$ cat config.mk
export PLATFORM = sky130hd
export DESIGN_NAME = vsf_handler
export DESIGN_NICKNAME = d
export VERILOG_FILES = /design/src/design/vsf_pkg.sv /design/src/design/vsf_frame_collect.sv /design/src/design/vsf_setting_store.sv /design/src/design/vsf_handler.sv
export SDC_FILE = /design/constraint.sdc
export NUM_CORES = 1
export LEC_CHECK = 0
export ABC_AREA = 1
export BUFFER_PORTS_ARGS = -buffer_cell sky130_fd_sc_hd__buf_2
export CORE_MARGIN = 2
export CORE_UTILIZATION = 63
export DETAILED_ROUTE_END_ITERATION = 10
export GPL_TIMING_DRIVEN = 0
export PLACE_DENSITY = 0.92
export SETUP_SLACK_MARGIN = 0.2
export SYNTH_ARGS = -nofsm -noshare
export SYNTH_HDL_FRONTEND = slang
export SYNTH_SLANG_ARGS = --single-unit
$ cat constraint.sdc
create_clock -name CORE_CLK -period 5.03 [get_ports CORE_CLK]
set_input_delay 0.7545 -clock CORE_CLK [delete_from_list [all_inputs] [get_ports CORE_CLK]]
set_output_delay 0.7545 -clock CORE_CLK [all_outputs]
set_load 0.05 [all_outputs]
$ cat src/design/vsf_pkg.sv
// shared constants for the vendor sub-function handler
package vsf_pkg;

  // frame header values
  localparam logic [7:0] FUNC_CODE     = 8'h46;
  localparam logic [7:0] FUNC_EXC      = 8'hc6;
  localparam logic [7:0] ADDR_MIN      = 8'h01;
  localparam logic [7:0] ADDR_MAX      = 8'hf7;

  // sub-function codes
  localparam logic [7:0] SUB_FW_VER    = 8'h20;
  localparam logic [7:0] SUB_EDGE_WR   = 8'h21;
  localparam logic [7:0] SUB_EDGE_RD   = 8'h22;
  localparam logic [7:0] SUB_PON_WR    = 8'h27;
  localparam logic [7:0] SUB_PON_RD    = 8'h28;

  // payload limits and answers
  localparam logic [7:0] EDGE_MAX      = 8'h0f;
  localparam logic [7:0] STATUS_OK     = 8'h00;
  localparam logic [7:0] EXC_BAD_FUNC  = 8'h01;
  localparam logic [7:0] EXC_BAD_VALUE = 8'h03;

  // byte positions within a frame
  localparam int BYTE_ADDR = 0;
  localparam int BYTE_FUNC = 1;
  localparam int BYTE_SUB  = 2;
  localparam int BYTE_DATA = 3;
  localparam int BYTE_MIN  = 4;
  localparam int BYTE_BLD  = 5;

  // frame lengths
  localparam logic [3:0] REQ_LEN_HDR  = 4'h3;
  localparam logic [3:0] REQ_LEN_DATA = 4'h4;
  localparam logic [2:0] REP_LEN_VER  = 3'h6;
  localparam logic [2:0] REP_LEN_ONE  = 3'h4;
  localparam logic [2:0] REP_LEN_EXC  = 3'h3;
  localparam int         REP_BYTES    = 6;
  localparam int         REQ_BYTES    = 8;

  // settings store
  localparam int         EDGE_CH      = 4;
  localparam int         OUT_W_DEF    = 4;
  localparam logic [3:0] EDGE_RST     = 4'h0;
  localparam logic [7:0] PON_RST      = 8'h00;
  localparam logic       NV_SEL_EDGE  = 1'b0;
  localparam logic       NV_SEL_PON   = 1'b1;
  localparam logic [1:0] NV_SETTLE    = 2'h3;

  typedef enum logic [1:0] {
    ST_IDLE = 2'b01,
    ST_SEND = 2'b10
  } hstate_t;

endpackage : vsf_pkg

$ cat src/design/vsf_frame_collect.sv
// gathers the bytes of one received request frame
`timescale 1ns/1ps
module vsf_frame_collect #(
  parameter int MAXB = vsf_pkg::REQ_BYTES
) (
  input  wire logic                  clk,
  input  wire logic                  rst_n,
  input  wire logic                  byte_vld,
  input  wire logic [7:0]            byte_dat,
  input  wire logic                  frm_end,
  input  wire logic                  frm_abort,
  output logic                       done,
  output logic [3:0]                 len,
  output logic [MAXB-1:0][7:0]       bytes
);
  import vsf_pkg::*;

  initial begin
    if (MAXB < 4 || MAXB > 15) begin
      $error("vsf_frame_collect: MAXB must be 4..15");
    end
  end

  typedef struct packed {
    logic [MAXB-1:0][7:0] buf_b;
    logic [3:0]           cnt;
    logic                 done;
    logic [3:0]           len;
  } col_t;

  col_t s_q;
  col_t s_d;

  always_comb begin
    s_d      = s_q;
    s_d.done = 1'b0;
    if (frm_abort) begin
      s_d.cnt = 4'h0;
    end else if (frm_end) begin
      s_d.done = 1'b1;
      s_d.len  = s_q.cnt;
      s_d.cnt  = 4'h0;
    end else if (byte_vld) begin
      // bytes past the store are counted so the length check catches them
      for (int i = 0; i < MAXB; i++) begin
        if (s_q.cnt == 4'(i)) begin
          s_d.buf_b[i] = byte_dat;
        end
      end
      if (s_q.cnt != 4'hf) begin
        s_d.cnt = 4'(s_q.cnt + 4'h1);
      end
    end
  end

  always_ff @(posedge clk or negedge rst_n) begin
    if (!rst_n) begin
      s_q <= '0;
    end else begin
      s_q <= s_d;
    end
  end

  assign done  = s_q.done;
  assign len   = s_q.len;
  assign bytes = s_q.buf_b;

endmodule : vsf_frame_collect

$ cat src/design/vsf_setting_store.sv
// edge and power-on settings with non-volatile load and write-back
`timescale 1ns/1ps
module vsf_setting_store #(
  parameter int OUT_W = vsf_pkg::OUT_W_DEF
) (
  input  wire logic               clk,
  input  wire logic               rst_n,
  input  wire logic [3:0]         nv_edge_in,
  input  wire logic [7:0]         nv_pon_in,
  input  wire logic               wr_edge,
  input  wire logic               wr_pon,
  input  wire logic [7:0]         wr_val,
  output logic                    ready,
  output logic [3:0]              edge_sel,
  output logic [OUT_W-1:0]        pon_val,
  output logic [OUT_W-1:0]        dout,
  output logic                    nv_stb,
  output logic                    nv_sel,
  output logic [7:0]              nv_data
);
  import vsf_pkg::*;

  typedef struct packed {
    logic [3:0]       e1;
    logic [3:0]       e2;
    logic [7:0]       p1;
    logic [7:0]       p2;
    logic [1:0]       settle;
    logic             ready;
    logic [3:0]       edge_sel;
    logic [OUT_W-1:0] pon;
    logic [OUT_W-1:0] dout;
    logic             stb;
    logic             sel;
    logic [7:0]       data;
  } sto_t;

  sto_t s_q;
  sto_t s_d;

  always_comb begin
    s_d     = s_q;
    s_d.e1  = nv_edge_in;
    s_d.e2  = s_q.e1;
    s_d.p1  = nv_pon_in;
    s_d.p2  = s_q.p1;
    s_d.stb = 1'b0;
    if (!s_q.ready) begin
      // wait until the synchronisers hold settled stored values
      if (s_q.settle == NV_SETTLE) begin
        s_d.ready    = 1'b1;
        s_d.edge_sel = s_q.e2;
        s_d.pon      = s_q.p2[OUT_W-1:0];
        s_d.dout     = s_q.p2[OUT_W-1:0];
      end else begin
        s_d.settle = 2'(s_q.settle + 2'h1);
      end
    end else if (wr_edge) begin
      s_d.edge_sel = wr_val[3:0];
      s_d.stb      = 1'b1;
      s_d.sel      = NV_SEL_EDGE;
      s_d.data     = wr_val;
    end else if (wr_pon) begin
      // live outputs keep their value; the new one applies next power-up
      s_d.pon  = wr_val[OUT_W-1:0];
      s_d.stb  = 1'b1;
      s_d.sel  = NV_SEL_PON;
      s_d.data = wr_val;
    end
  end

  always_ff @(posedge clk or negedge rst_n) begin
    if (!rst_n) begin
      s_q          <= '0;
      s_q.edge_sel <= EDGE_RST;
      s_q.pon      <= PON_RST[OUT_W-1:0];
      s_q.dout     <= PON_RST[OUT_W-1:0];
    end else begin
      s_q <= s_d;
    end
  end

  assign ready    = s_q.ready;
  assign edge_sel = s_q.edge_sel;
  assign pon_val  = s_q.pon;
  assign dout     = s_q.dout;
  assign nv_stb   = s_q.stb;
  assign nv_sel   = s_q.sel;
  assign nv_data  = s_q.data;

endmodule : vsf_setting_store

$ cat src/design/vsf_handler.sv
// vendor function 0x46 request handler: decode, settings, reply bytes
`timescale 1ns/1ps
module vsf_handler #(
  parameter int         OUT_W     = vsf_pkg::OUT_W_DEF,
  parameter logic [7:0] VER_MAJOR = 8'h01, // arbitrary value
  parameter logic [7:0] VER_MINOR = 8'h00, // arbitrary value
  parameter logic [7:0] VER_BUILD = 8'h00  // arbitrary value
) (
  input  wire logic             CORE_CLK,
  input  wire logic             RESETN,
  input  wire logic [7:0]       MY_ADDR,
  input  wire logic             RX_VALID,
  input  wire logic [7:0]       RX_DATA,
  input  wire logic             RX_EOF,
  input  wire logic             RX_ERR,
  output logic                  TX_VALID,
  output logic [7:0]            TX_DATA,
  output logic                  TX_LAST,
  input  wire logic             TX_READY,
  output logic                  BUSY,
  output logic [3:0]            EDGE_SEL,
  output logic [OUT_W-1:0]      PON_VALUE,
  output logic [OUT_W-1:0]      DO_OUT,
  input  wire logic [3:0]       NV_EDGE_IN,
  input  wire logic [7:0]       NV_PON_IN,
  output logic                  NV_WR_STB,
  output logic                  NV_WR_SEL,
  output logic [7:0]            NV_WR_DATA
);
  import vsf_pkg::*;

  initial begin
    if (OUT_W != 4 && OUT_W != 7) begin
      $error("vsf_handler: OUT_W must be 4 or 7");
    end
  end

  // the stores and indices are sized for the documented frames
  initial begin
    if (int'(REP_LEN_VER) > REP_BYTES) begin
      $error("vsf_handler: reply store shorter than version reply");
    end
    if (REP_BYTES > 7) begin
      $error("vsf_handler: reply index is only three bits wide");
    end
    if (int'(REQ_LEN_DATA) > REQ_BYTES) begin
      $error("vsf_handler: request store shorter than data request");
    end
    if (REQ_BYTES > 15) begin
      $error("vsf_handler: length counter holds at most 15 bytes");
    end
    if (REP_LEN_EXC < 3'h2) begin
      $error("vsf_handler: replies must be longer than one byte");
    end
  end

  localparam logic [7:0] PON_MAX = 8'((1 << OUT_W) - 1);

  typedef struct packed {
    hstate_t                   st;
    logic [REP_BYTES-1:0][7:0] rep;
    logic [2:0]                rep_len;
    logic                      load;
    logic                      busy;
    logic                      wr_edge;
    logic                      wr_pon;
    logic [7:0]                wr_val;
    logic                      tx_vld;
    logic [7:0]                tx_dat;
    logic                      tx_last;
    logic [2:0]                tx_idx;
  } hnd_t;

  hnd_t s_q;
  hnd_t s_d;

  logic                      frm_done;
  logic [3:0]                frm_len;
  logic [REQ_BYTES-1:0][7:0] frm;
  logic                      sto_ready;
  logic [3:0]                edge_cur;
  logic [OUT_W-1:0]          pon_cur;
  logic [OUT_W-1:0]          dout_cur;
  logic                      nv_stb;
  logic                      nv_sel;
  logic [7:0]                nv_data;

  vsf_frame_collect #(
    .MAXB (REQ_BYTES)
  ) u_collect (
    .clk       (CORE_CLK),
    .rst_n     (RESETN),
    .byte_vld  (RX_VALID),
    .byte_dat  (RX_DATA),
    .frm_end   (RX_EOF),
    .frm_abort (RX_ERR),
    .done      (frm_done),
    .len       (frm_len),
    .bytes     (frm)
  );

  vsf_setting_store #(
    .OUT_W (OUT_W)
  ) u_store (
    .clk        (CORE_CLK),
    .rst_n      (RESETN),
    .nv_edge_in (NV_EDGE_IN),
    .nv_pon_in  (NV_PON_IN),
    .wr_edge    (s_q.wr_edge),
    .wr_pon     (s_q.wr_pon),
    .wr_val     (s_q.wr_val),
    .ready      (sto_ready),
    .edge_sel   (edge_cur),
    .pon_val    (pon_cur),
    .dout       (dout_cur),
    .nv_stb     (nv_stb),
    .nv_sel     (nv_sel),
    .nv_data    (nv_data)
  );

  // true when the request has exactly the expected number of bytes
  function automatic logic len_ok(input logic [3:0] got,
                                  input logic [3:0] want);
    len_ok = (got == want);
  endfunction : len_ok

  // request addressed to this module with a plausible station number
  function automatic logic addr_hit(input logic [7:0] a,
                                    input logic [7:0] mine);
    addr_hit = (a == mine) && (a >= ADDR_MIN) && (a <= ADDR_MAX);
  endfunction : addr_hit

  always_comb begin
    logic       exc;
    logic [7:0] exc_code;
    logic [7:0] sub;
    exc      = 1'b0;
    exc_code = EXC_BAD_FUNC;
    sub      = frm[BYTE_SUB];
    s_d         = s_q;
    s_d.load    = 1'b0;
    s_d.wr_edge = 1'b0;
    s_d.wr_pon  = 1'b0;

    case (s_q.st)
      ST_IDLE: begin
        // frames that are not ours, or arrive during start-up, are dropped
        if (frm_done && sto_ready && frm_len >= REQ_LEN_HDR &&
            addr_hit(frm[BYTE_ADDR], MY_ADDR) &&
            frm[BYTE_FUNC] == FUNC_CODE) begin
          s_d.rep            = '0;
          s_d.rep[BYTE_ADDR] = frm[BYTE_ADDR];
          s_d.rep[BYTE_FUNC] = FUNC_CODE;
          s_d.rep[BYTE_SUB]  = sub;
          s_d.rep_len        = REP_LEN_ONE;

          case (sub)
            SUB_FW_VER: begin
              if (len_ok(frm_len, REQ_LEN_HDR)) begin
                s_d.rep[BYTE_DATA] = VER_MAJOR;
                s_d.rep[BYTE_MIN]  = VER_MINOR;
                s_d.rep[BYTE_BLD]  = VER_BUILD;
                s_d.rep_len        = REP_LEN_VER;
              end else begin
                exc      = 1'b1;
                exc_code = EXC_BAD_VALUE;
              end
            end

            SUB_EDGE_WR: begin
              if (len_ok(frm_len, REQ_LEN_DATA) &&
                  frm[BYTE_DATA] <= EDGE_MAX) begin
                s_d.wr_edge        = 1'b1;
                s_d.wr_val         = frm[BYTE_DATA];
                s_d.rep[BYTE_DATA] = STATUS_OK;
              end else begin
                exc      = 1'b1;
                exc_code = EXC_BAD_VALUE;
              end
            end

            SUB_EDGE_RD: begin
              if (len_ok(frm_len, REQ_LEN_HDR)) begin
                s_d.rep[BYTE_DATA] = {4'h0, edge_cur};
              end else begin
                exc      = 1'b1;
                exc_code = EXC_BAD_VALUE;
              end
            end

            SUB_PON_WR: begin
              if (len_ok(frm_len, REQ_LEN_DATA) &&
                  frm[BYTE_DATA] <= PON_MAX) begin
                s_d.wr_pon         = 1'b1;
                s_d.wr_val         = frm[BYTE_DATA];
                s_d.rep[BYTE_SUB]  = SUB_PON_RD;
                s_d.rep[BYTE_DATA] = STATUS_OK;
              end else begin
                exc      = 1'b1;
                exc_code = EXC_BAD_VALUE;
              end
            end

            SUB_PON_RD: begin
              if (len_ok(frm_len, REQ_LEN_HDR)) begin
                s_d.rep[BYTE_DATA] = 8'(pon_cur);
              end else begin
                exc      = 1'b1;
                exc_code = EXC_BAD_VALUE;
              end
            end

            default: begin
              exc      = 1'b1;
              exc_code = EXC_BAD_FUNC;
            end
          endcase

          // an exception cancels the store write and shortens the reply
          if (exc) begin
            s_d.wr_edge        = 1'b0;
            s_d.wr_pon         = 1'b0;
            s_d.rep[BYTE_FUNC] = FUNC_EXC;
            s_d.rep[BYTE_SUB]  = exc_code;
            s_d.rep[BYTE_DATA] = 8'h00;
            s_d.rep_len        = REP_LEN_EXC;
          end
          s_d.load = 1'b1;
          s_d.busy = 1'b1;
          s_d.st   = ST_SEND;
        end
      end

      ST_SEND: begin
        if (s_q.load) begin
          // first byte presented the cycle after the reply is built
          s_d.tx_vld  = 1'b1;
          s_d.tx_dat  = s_q.rep[0];
          s_d.tx_last = 1'b0;
          s_d.tx_idx  = 3'h1;
        end else if (s_q.tx_vld && TX_READY) begin
          if (s_q.tx_last) begin
            s_d.tx_vld  = 1'b0;
            s_d.tx_last = 1'b0;
            s_d.busy    = 1'b0;
            s_d.st      = ST_IDLE;
          end else begin
            // rep_len never exceeds REP_BYTES, so the mux stays in range
            for (int i = 0; i < REP_BYTES; i++) begin
              if (s_q.tx_idx == 3'(i)) begin
                s_d.tx_dat = s_q.rep[i];
              end
            end
            s_d.tx_last = (3'(s_q.tx_idx + 3'h1) == s_q.rep_len);
            s_d.tx_idx  = 3'(s_q.tx_idx + 3'h1);
          end
        end
      end

      default: begin
        s_d.st   = ST_IDLE;
        s_d.busy = 1'b0;
      end
    endcase
  end

  always_ff @(posedge CORE_CLK or negedge RESETN) begin
    if (!RESETN) begin
      s_q    <= '0;
      s_q.st <= ST_IDLE;
    end else begin
      s_q <= s_d;
    end
  end

  // replies are never shorter than three bytes, so last is never first
  assign TX_VALID   = s_q.tx_vld;
  assign TX_DATA    = s_q.tx_dat;
  assign TX_LAST    = s_q.tx_last;
  assign BUSY       = s_q.busy;
  assign EDGE_SEL   = edge_cur;
  assign PON_VALUE  = pon_cur;
  assign DO_OUT     = dout_cur;
  assign NV_WR_STB  = nv_stb;
  assign NV_WR_SEL  = nv_sel;
  assign NV_WR_DATA = nv_data;

endmodule : vsf_handler

==> results.sh, run 1 <==
export IMPL_status="finished clean"
export IMPL_ys_ff_latch=132
export IMPL_min_period_ps=2090
export IMPL_powerDensity_mw_per_mm2=371
export IMPL_finalHoldViolCount=0
export IMPL_cts_buffers=17
export IMPL_ys_async_sr_fraction_pct=100
export IMPL_via_per_inst=5.41
export IMPL_root_buffer="clkbuf_8"
export IMPL_wl_per_cell_um=14.9
export IMPL_cp_data_required_time_ps=4280
export IMPL_drc=0
export IMPL_syn_area_mm2=0.00618
export IMPL_worstSetupStartpointType="flop"
export IMPL_crit_path_end_kind="output pin"
export IMPL_seq_power_share_pct=43.2
export IMPL_clkPwrFrac_pct=44.8
export IMPL_diodes=0
export IMPL_ant_nets=0
export IMPL_dieArea_mm2=0.0106
export IMPL_avgSynthCellArea_um2=8.45
export IMPL_path_class="reg -> out"
export IMPL_leakage_nw=3.75
export IMPL_fin_crit_sh_pct=41.5
export IMPL_clkTransAtPathRegs_ps=60
export IMPL_grt_ovfl_total=0
export IMPL_holdBufCountCts=0
export IMPL_internal_power_mw=1.97
export IMPL_fin_tns_setup_ps=0
export IMPL_slew_limit_headroom_pct=59.0
export IMPL_utilization_pct=75.4
export IMPL_hp_class="in -> async"
export IMPL_place_inst=927
export IMPL_synth_top_area_share_pct=53.1
export IMPL_setup_viol=0
export IMPL_crit_chain="buf_4 -> buf_2"
export IMPL_synth_edf_count=0
export IMPL_rsz0062_at_grt="false"
export IMPL_groute_usage_overall_pct=29.4
export IMPL_rows=36
export IMPL_cpPeakStageDelay_ps=420
export IMPL_tightest_slew_ps=615
export IMPL_cts_sinks=132
export IMPL_nNetsFinal=857
export IMPL_synth_top_area_cell="dfrtp_1"
export IMPL_grt_max_degree=69
export IMPL_clockBufferDepth=2
export IMPL_yosys_warnings=0
export IMPL_synthTopCellsByArea="dfrtp_1 (53%), nand2_1 (13%), o21ai_0 (6.4%)"
export IMPL_ys_types=33
export IMPL_fin_ws_ps=2940
export IMPL_drv_slew=0
export IMPL_grt_pass1_wl_mm=23.6
export IMPL_drive_gt1_share_pct=20.0
export IMPL_ys_seq_area_share_pct=53.5
export IMPL_htreeDepth=4
export IMPL_combPwrFrac_pct=12.0
export IMPL_syn_nets=775
export IMPL_arrival_ps=1330
export IMPL_drt_iter0_drc=362
export IMPL_maxCapViolations=0
export IMPL_cts_tree="yes"
export IMPL_synth_cells=731
export IMPL_grt_pass1_vias=5043
export IMPL_vdd_ir_drop_worst_mv=0.256
export IMPL_initial_core_util_pct=64.1
export IMPL_ys_flop_type="dfrtp_1"
export IMPL_fill_cells=667
export IMPL_vias=5191
export IMPL_port_buffers=62
export IMPL_boundaryPins=67
export IMPL_first_pass_iters=5
export IMPL_insertion_delay_ps=530
export IMPL_gp_congestion=0.886
export IMPL_net_switching_power_uw=731
export IMPL_p_sw_share_pct=27.1
export IMPL_cts_setup_buffers=0
export IMPL_antenna_found_initial=0
export IMPL_place_ws_ps=2970
export IMPL_wl_mm=14.3
export IMPL_final_cells=959
export IMPL_hpwl_mm=9.33
export IMPL_cp_slowest_cell="dfrtp_1"
export IMPL_post_cts_resized=0
export IMPL_syn_to_final_growth_pct=17.7
export IMPL_fp_dieW_um=103
export IMPL_cp_max_fo=3
export IMPL_fin_skew_ps=11.5
export IMPL_core_area_mm2=0.00964
export IMPL_fmax_ghz=0.480
export IMPL_die_h_um=103
==> state kept, by name, indices dropped and copies added, names as in the netlist <==
signal,flops
s_q,40
u_collect.bytes,32
u_store.s_q,10
TX_DATA,8
u_store.nv_data,8
u_store.s_d,8
u_collect.len,4
u_collect.s_q,4
u_store.dout,4
u_store.edge_sel,4
u_store.pon_val,4
TX_LAST,1
TX_VALID,1
u_collect.done,1
u_store.nv_sel,1
u_store.nv_stb,1
u_store.ready,1
==> layout make-up <==
| type | instances | area (µm²) | share of cell area, % |
|---|---|---|---|
| inverters | 93 | 352 | 4.84 |
| clock inverters | 11 | 125 | 1.72 |
| multi-input cells | 467 | 2230 | 30.7 |
| well taps | 133 | 166 | 2.29 |
| clock buffers | 21 | 459 | 6.32 |
| plain buffers | 39 | 287 | 3.94 |
| repair buffers | 63 | 344 | 4.73 |
| flip-flops and latches | 132 | 3300 | 45.4 |
==> power groups by stage <==
stage                     combinational (mW)  clock [mW]  sequential (mW)
final                                  0.324        1.21             1.16
after global routing                   0.362        1.26             1.17
after detailed placement               0.312           0             1.18
after CTS                              0.321        1.21             1.16
after global placement                 0.298           0             1.18
after floorplan                        0.219           0             1.17
==> stage by stage <==
step | total power, mW | hold WS, ps | instance area (µm²)
finish | 2.70 | 211 | 7270
global route | 2.79 | 259 | 7270
CTS | 2.70 | 220 | 7270
detailed placement | 1.49 | 335 | 6690
global placement | 1.47 | 334 | 6650
floorplan | 1.39 | 331 | 6180
==> cells in the final DEF, fill, tap and decap left out, types with 4 or more instances in the layout <==
cell / Yosys / layout
inv_2: 6 / 6
buf_2: 4 / 65
clkinvlp_4: 0 / 5
nor2_4: 4 / 4
clkbuf_8: 0 / 4
nand3_1: 37 / 37
clkbuf_16: 0 / 16
dfrtp_1: 131 / 131
ha_1: 10 / 10
a21oi_1: 10 / 10
inv_1: 86 / 86
nor2_2: 4 / 4
buf_4: 30 / 30
nor2_1: 57 / 57
nand4_1: 9 / 9
nand2_1: 216 / 216
nor3_1: 4 / 4
buf_6: 3 / 4
a31oi_1: 7 / 7
o21ai_0: 79 / 79
o21ai_2: 8 / 8
==> critical path: cells and delay by family, from the launching register on <==
| family | cells | cell delay, ps |
|---|---|---|
| buf+inv | 2 | 380 |
| flops | 1 | 420 |
==> cells in the mapped netlist (all sizes together), types with 4 or more instances <==
| cell type | n |
|---|---|
| ha | 10 |
| nand2 | 219 |
| o21ai | 89 |
| nand3 | 40 |
| nor3 | 4 |
| nand4 | 9 |
| a31oi | 7 |
| inv | 93 |
| dfrtp | 131 |
| a21oi | 11 |
| buf | 37 |
| nor2 | 66 |
==> cells by family after synthesis <==
family	share of synthesized area, %
buffers and inverters	10.3
xor gates and xnor gates	0.709
DFF	53.5
and+or+nand+nor	23.6
adders and majority gates	2.03
AOI/OAI and AO/OA	9.79
==> path summary, 6_finish.rpt <==
kind | start | endpoint | slack [ps] | cells after the start
worst max register to register | s_q[0]$_DFFE_PN0P_ | TX_DATA[2]$_DFFE_PN0P_ | 3100 | 11
max in group asynchronous | RESETN | s_q[76]$_DFFE_PN1P_ | 4040 | 2
min in group CORE_CLK | NV_PON_IN[3] | u_store.s_d[28]$_DFF_PN0_ | 330 | 1
worst min-delay path | RESETN | u_store.s_d[25]$_DFF_PN0_ | 210 | 1
worst max-delay path | u_store.pon_val[3]$_DFFE_PN0P_ | PON_VALUE[3] | 2940 | 2
worst min register to register | u_store.s_d[27]$_DFF_PN0_ | u_store.s_q[27]$_DFF_PN0_ | 350 | 0
==> layer usage <==
metal  vias up  GRT usage, %  share of wire, %
met4         0          14.3               3.0
met5         -             0                 0
met2       212          49.5                50
met1      2479          36.2                41
met3        42          6.31               5.8
li1       2458             -                 -
(Power assumes the default switching activity.)
==> run 2, diff against run 1 <==
--- a/config.mk
+++ b/config.mk
@@ -8,10 +8,10 @@
 export ABC_AREA = 1
 export BUFFER_PORTS_ARGS = -buffer_cell sky130_fd_sc_hd__buf_2
 export CORE_MARGIN = 2
-export CORE_UTILIZATION = 63
+export CORE_UTILIZATION = 53
 export DETAILED_ROUTE_END_ITERATION = 10
 export GPL_TIMING_DRIVEN = 0
-export PLACE_DENSITY = 0.92
+export PLACE_DENSITY = 0.83
 export SETUP_SLACK_MARGIN = 0.2
 export SYNTH_ARGS = -nofsm -noshare
 export SYNTH_HDL_FRONTEND = slang
==> constraint.sdc (replaced) <==
create_clock -name CORE_CLK -period 1.85 [get_ports CORE_CLK]
set_input_delay 0.2775 -clock CORE_CLK [delete_from_list [all_inputs] [get_ports CORE_CLK]]
set_output_delay 0.2775 -clock CORE_CLK [all_outputs]
set_load 0.05 [all_outputs]
==> results.sh, run 2 (synthesis gave the netlist of run 1 again) <==
export IMPL_status="finished clean"
export IMPL_largest_reg_flops=40
export IMPL_vdd_ir_drop_worst_mv=0.589
export IMPL_gp_congestion=0.892
export IMPL_grt_ovfl_total=0
export IMPL_grt_pass1_vias=4871
export IMPL_setup_viol=0
export IMPL_layout_cells_most_common="nand2_1"
export IMPL_drive_gt1_share_pct=27.8
export IMPL_clkPwrFrac_pct=43.4
export IMPL_maxCapViolations=0
export IMPL_powerDensity_mw_per_mm2=961
export IMPL_drc=0
export IMPL_cts_sinks=132
export IMPL_final_cell_mix="nand2_1 (196), dfrtp_1 (124), inv_1 (78), o21ai_0 (73), buf_2 (64)"
export IMPL_internal_power_mw=5.44
export IMPL_arrival_ps=2050
export IMPL_boundaryPins=67
export IMPL_cp_data_required_time_ps=2210
export IMPL_clockBufferDepth=2
export IMPL_antenna_found_initial=0
export IMPL_fin_ws_ps=156
export IMPL_first_pass_iters=8
export IMPL_diodes=0
export IMPL_fp_dieW_um=112
export IMPL_place_inst=937
export IMPL_final_cells=996
export IMPL_port_buffers=62
export IMPL_drv_slew=0
export IMPL_net_switching_power_mw=2.04
export IMPL_dieArea_mm2=0.0125
export IMPL_cp_max_fo=8
export IMPL_syn_to_final_growth_pct=26.0
export IMPL_rsz0062_at_grt="true"
export IMPL_cts_buffers=17
export IMPL_root_buffer="clkbuf_16"
export IMPL_vias=5128
export IMPL_seq_power_share_pct=42.4
export IMPL_die_h_um=112
export IMPL_regMostFlops="s_q"
export IMPL_leakage_nw=3.93
export IMPL_hp_class="in -> reg"
export IMPL_insertion_delay_ps=420
export IMPL_via_per_inst=5.15
export IMPL_crit_path_end_kind="flop"
export IMPL_fin_skew_ps=4.53
export IMPL_cts_tree="yes"
export IMPL_min_path_cells=2
export IMPL_clkTransAtPathRegs_ps=60
export IMPL_fmax_ghz=0.590
export IMPL_rows=39
export IMPL_path_class="reg -> reg"
export IMPL_initial_core_util_pct=54.1
export IMPL_htreeDepth=4
export IMPL_drt_iter0_drc=402
export IMPL_combPwrFrac_pct=14.2
export IMPL_nNetsFinal=884
export IMPL_r2r_cells=10
export IMPL_grt_max_degree=73
export IMPL_wl_per_cell_um=14.2
export IMPL_finalHoldViolCount=0
export IMPL_p_sw_share_pct=27.2
export IMPL_ant_nets=0
export IMPL_grt_pass1_wl_mm=22.5
export IMPL_slew_limit_headroom_pct=61.0
export IMPL_place_ws_ps=-19.9
export IMPL_tightest_slew_ps=584
export IMPL_fin_crit_sh_pct=91.6
export IMPL_min_period_ps=1690
export IMPL_hpwl_mm=8.99
export IMPL_groute_usage_overall_pct=22.5
export IMPL_wl_mm=14.2
export IMPL_utilization_pct=68.1
export IMPL_core_area_mm2=0.0114
export IMPL_worstSetupStartpointType="flop"
run 2: changes by cell type in the layout (fill, tap and decap cells not counted), moves of 5 or more:
cell / delta
ha_1: -5
buf_4: +13
o21ai_0: -6
clkinv_2: +5
dfrtp_2: +7
ha_4: +5
nand2_1: -20
nand2_2: +17
inv_1: -8
dfrtp_1: -7
dlygate4sd3_1: +9
nor2_4: +5
run 2: final timing paths:
path	slack (ps)	start	endpoint
max	160	s_q[0]$_DFFE_PN0P_	TX_DATA[1]$_DFFE_PN0P_
min	120	RX_ERR	u_collect.done$_DFF_PN0_
max reg2reg	160	s_q[0]$_DFFE_PN0P_	TX_DATA[1]$_DFFE_PN0P_
min reg2reg	340	u_store.s_d[25]$_DFF_PN0_	u_store.s_q[25]$_DFF_PN0_
max in group asynchronous	730	RESETN	u_collect.bytes[19]$_DFFE_PN0P_
min in group asynchronous	390	RESETN	u_collect.s_q[8]$_DFFE_PN0P_
run 2: critical path, cell delays in order (launching register included):
cell,delay [ps]
dfrtp_2,490
ha_4,210
nand2_2,160
nand2_4,80
inv_4,100
nand2_2,70
a21oi_4,190
nor2_4,80
inv_4,120
nand2_1,70
nand2_1,60
run 2: through the flow:
stage	TNS, ps	power (mW)	area (µm²)	hold slack [ps]
after global routing	0	7.77	7780	125
after floorplan	0	3.79	6180	-18.1
after detailed placement	-67.2	4.05	6700	303
after global placement	-155480	4.02	6670	333
after CTS	0	7.35	7470	103
final	0	7.48	7780	120
run 2: final cells by class:
class | instances | area, µm²
fill | 877 | 3640
multi-input combinational | 469 | 2490
timing repair buffer | 88 | 556
clock buffer | 18 | 439
buffer | 39 | 309
inverter | 93 | 362
tap | 143 | 179
sequential | 132 | 3310
clock inverter | 14 | 136
run 2: power groups by stage:
stage                     clock [mW]  combinational [mW]  sequential (mW)
after floorplan                    0               0.596             3.19
after global placement             0               0.816             3.20
after detailed placement           0               0.845             3.21
after CTS                       3.28               0.909             3.16
after global routing            3.41                1.17             3.19
final                           3.24                1.06             3.17
run 2: metal layers:
| layer | global-route usage, % | vias to the layer above | share of wire [%] |
|---|---|---|---|
| li1 | - | 2520 | - |
| met1 | 29.5 | 2423 | 43 |
| met2 | 36.7 | 149 | 50 |
| met3 | 4.90 | 36 | 4.3 |
| met4 | 9.35 | 0 | 3.0 |
| met5 | 0 | - | 0 |
run 2: timing repair:
| item | CTS | global route |
|---|---|---|
| cloned | 1 | 1 |
| gates resized for setup | 15 | 76 |
| pin swaps | 3 | 10 |
| setup buffers | 7 | 9 |
| endpoints found under the hold margin | 67 | 0 |
| hold buffers | 9 | 0 |
| setup endpoints to repair | 41 | 79 |
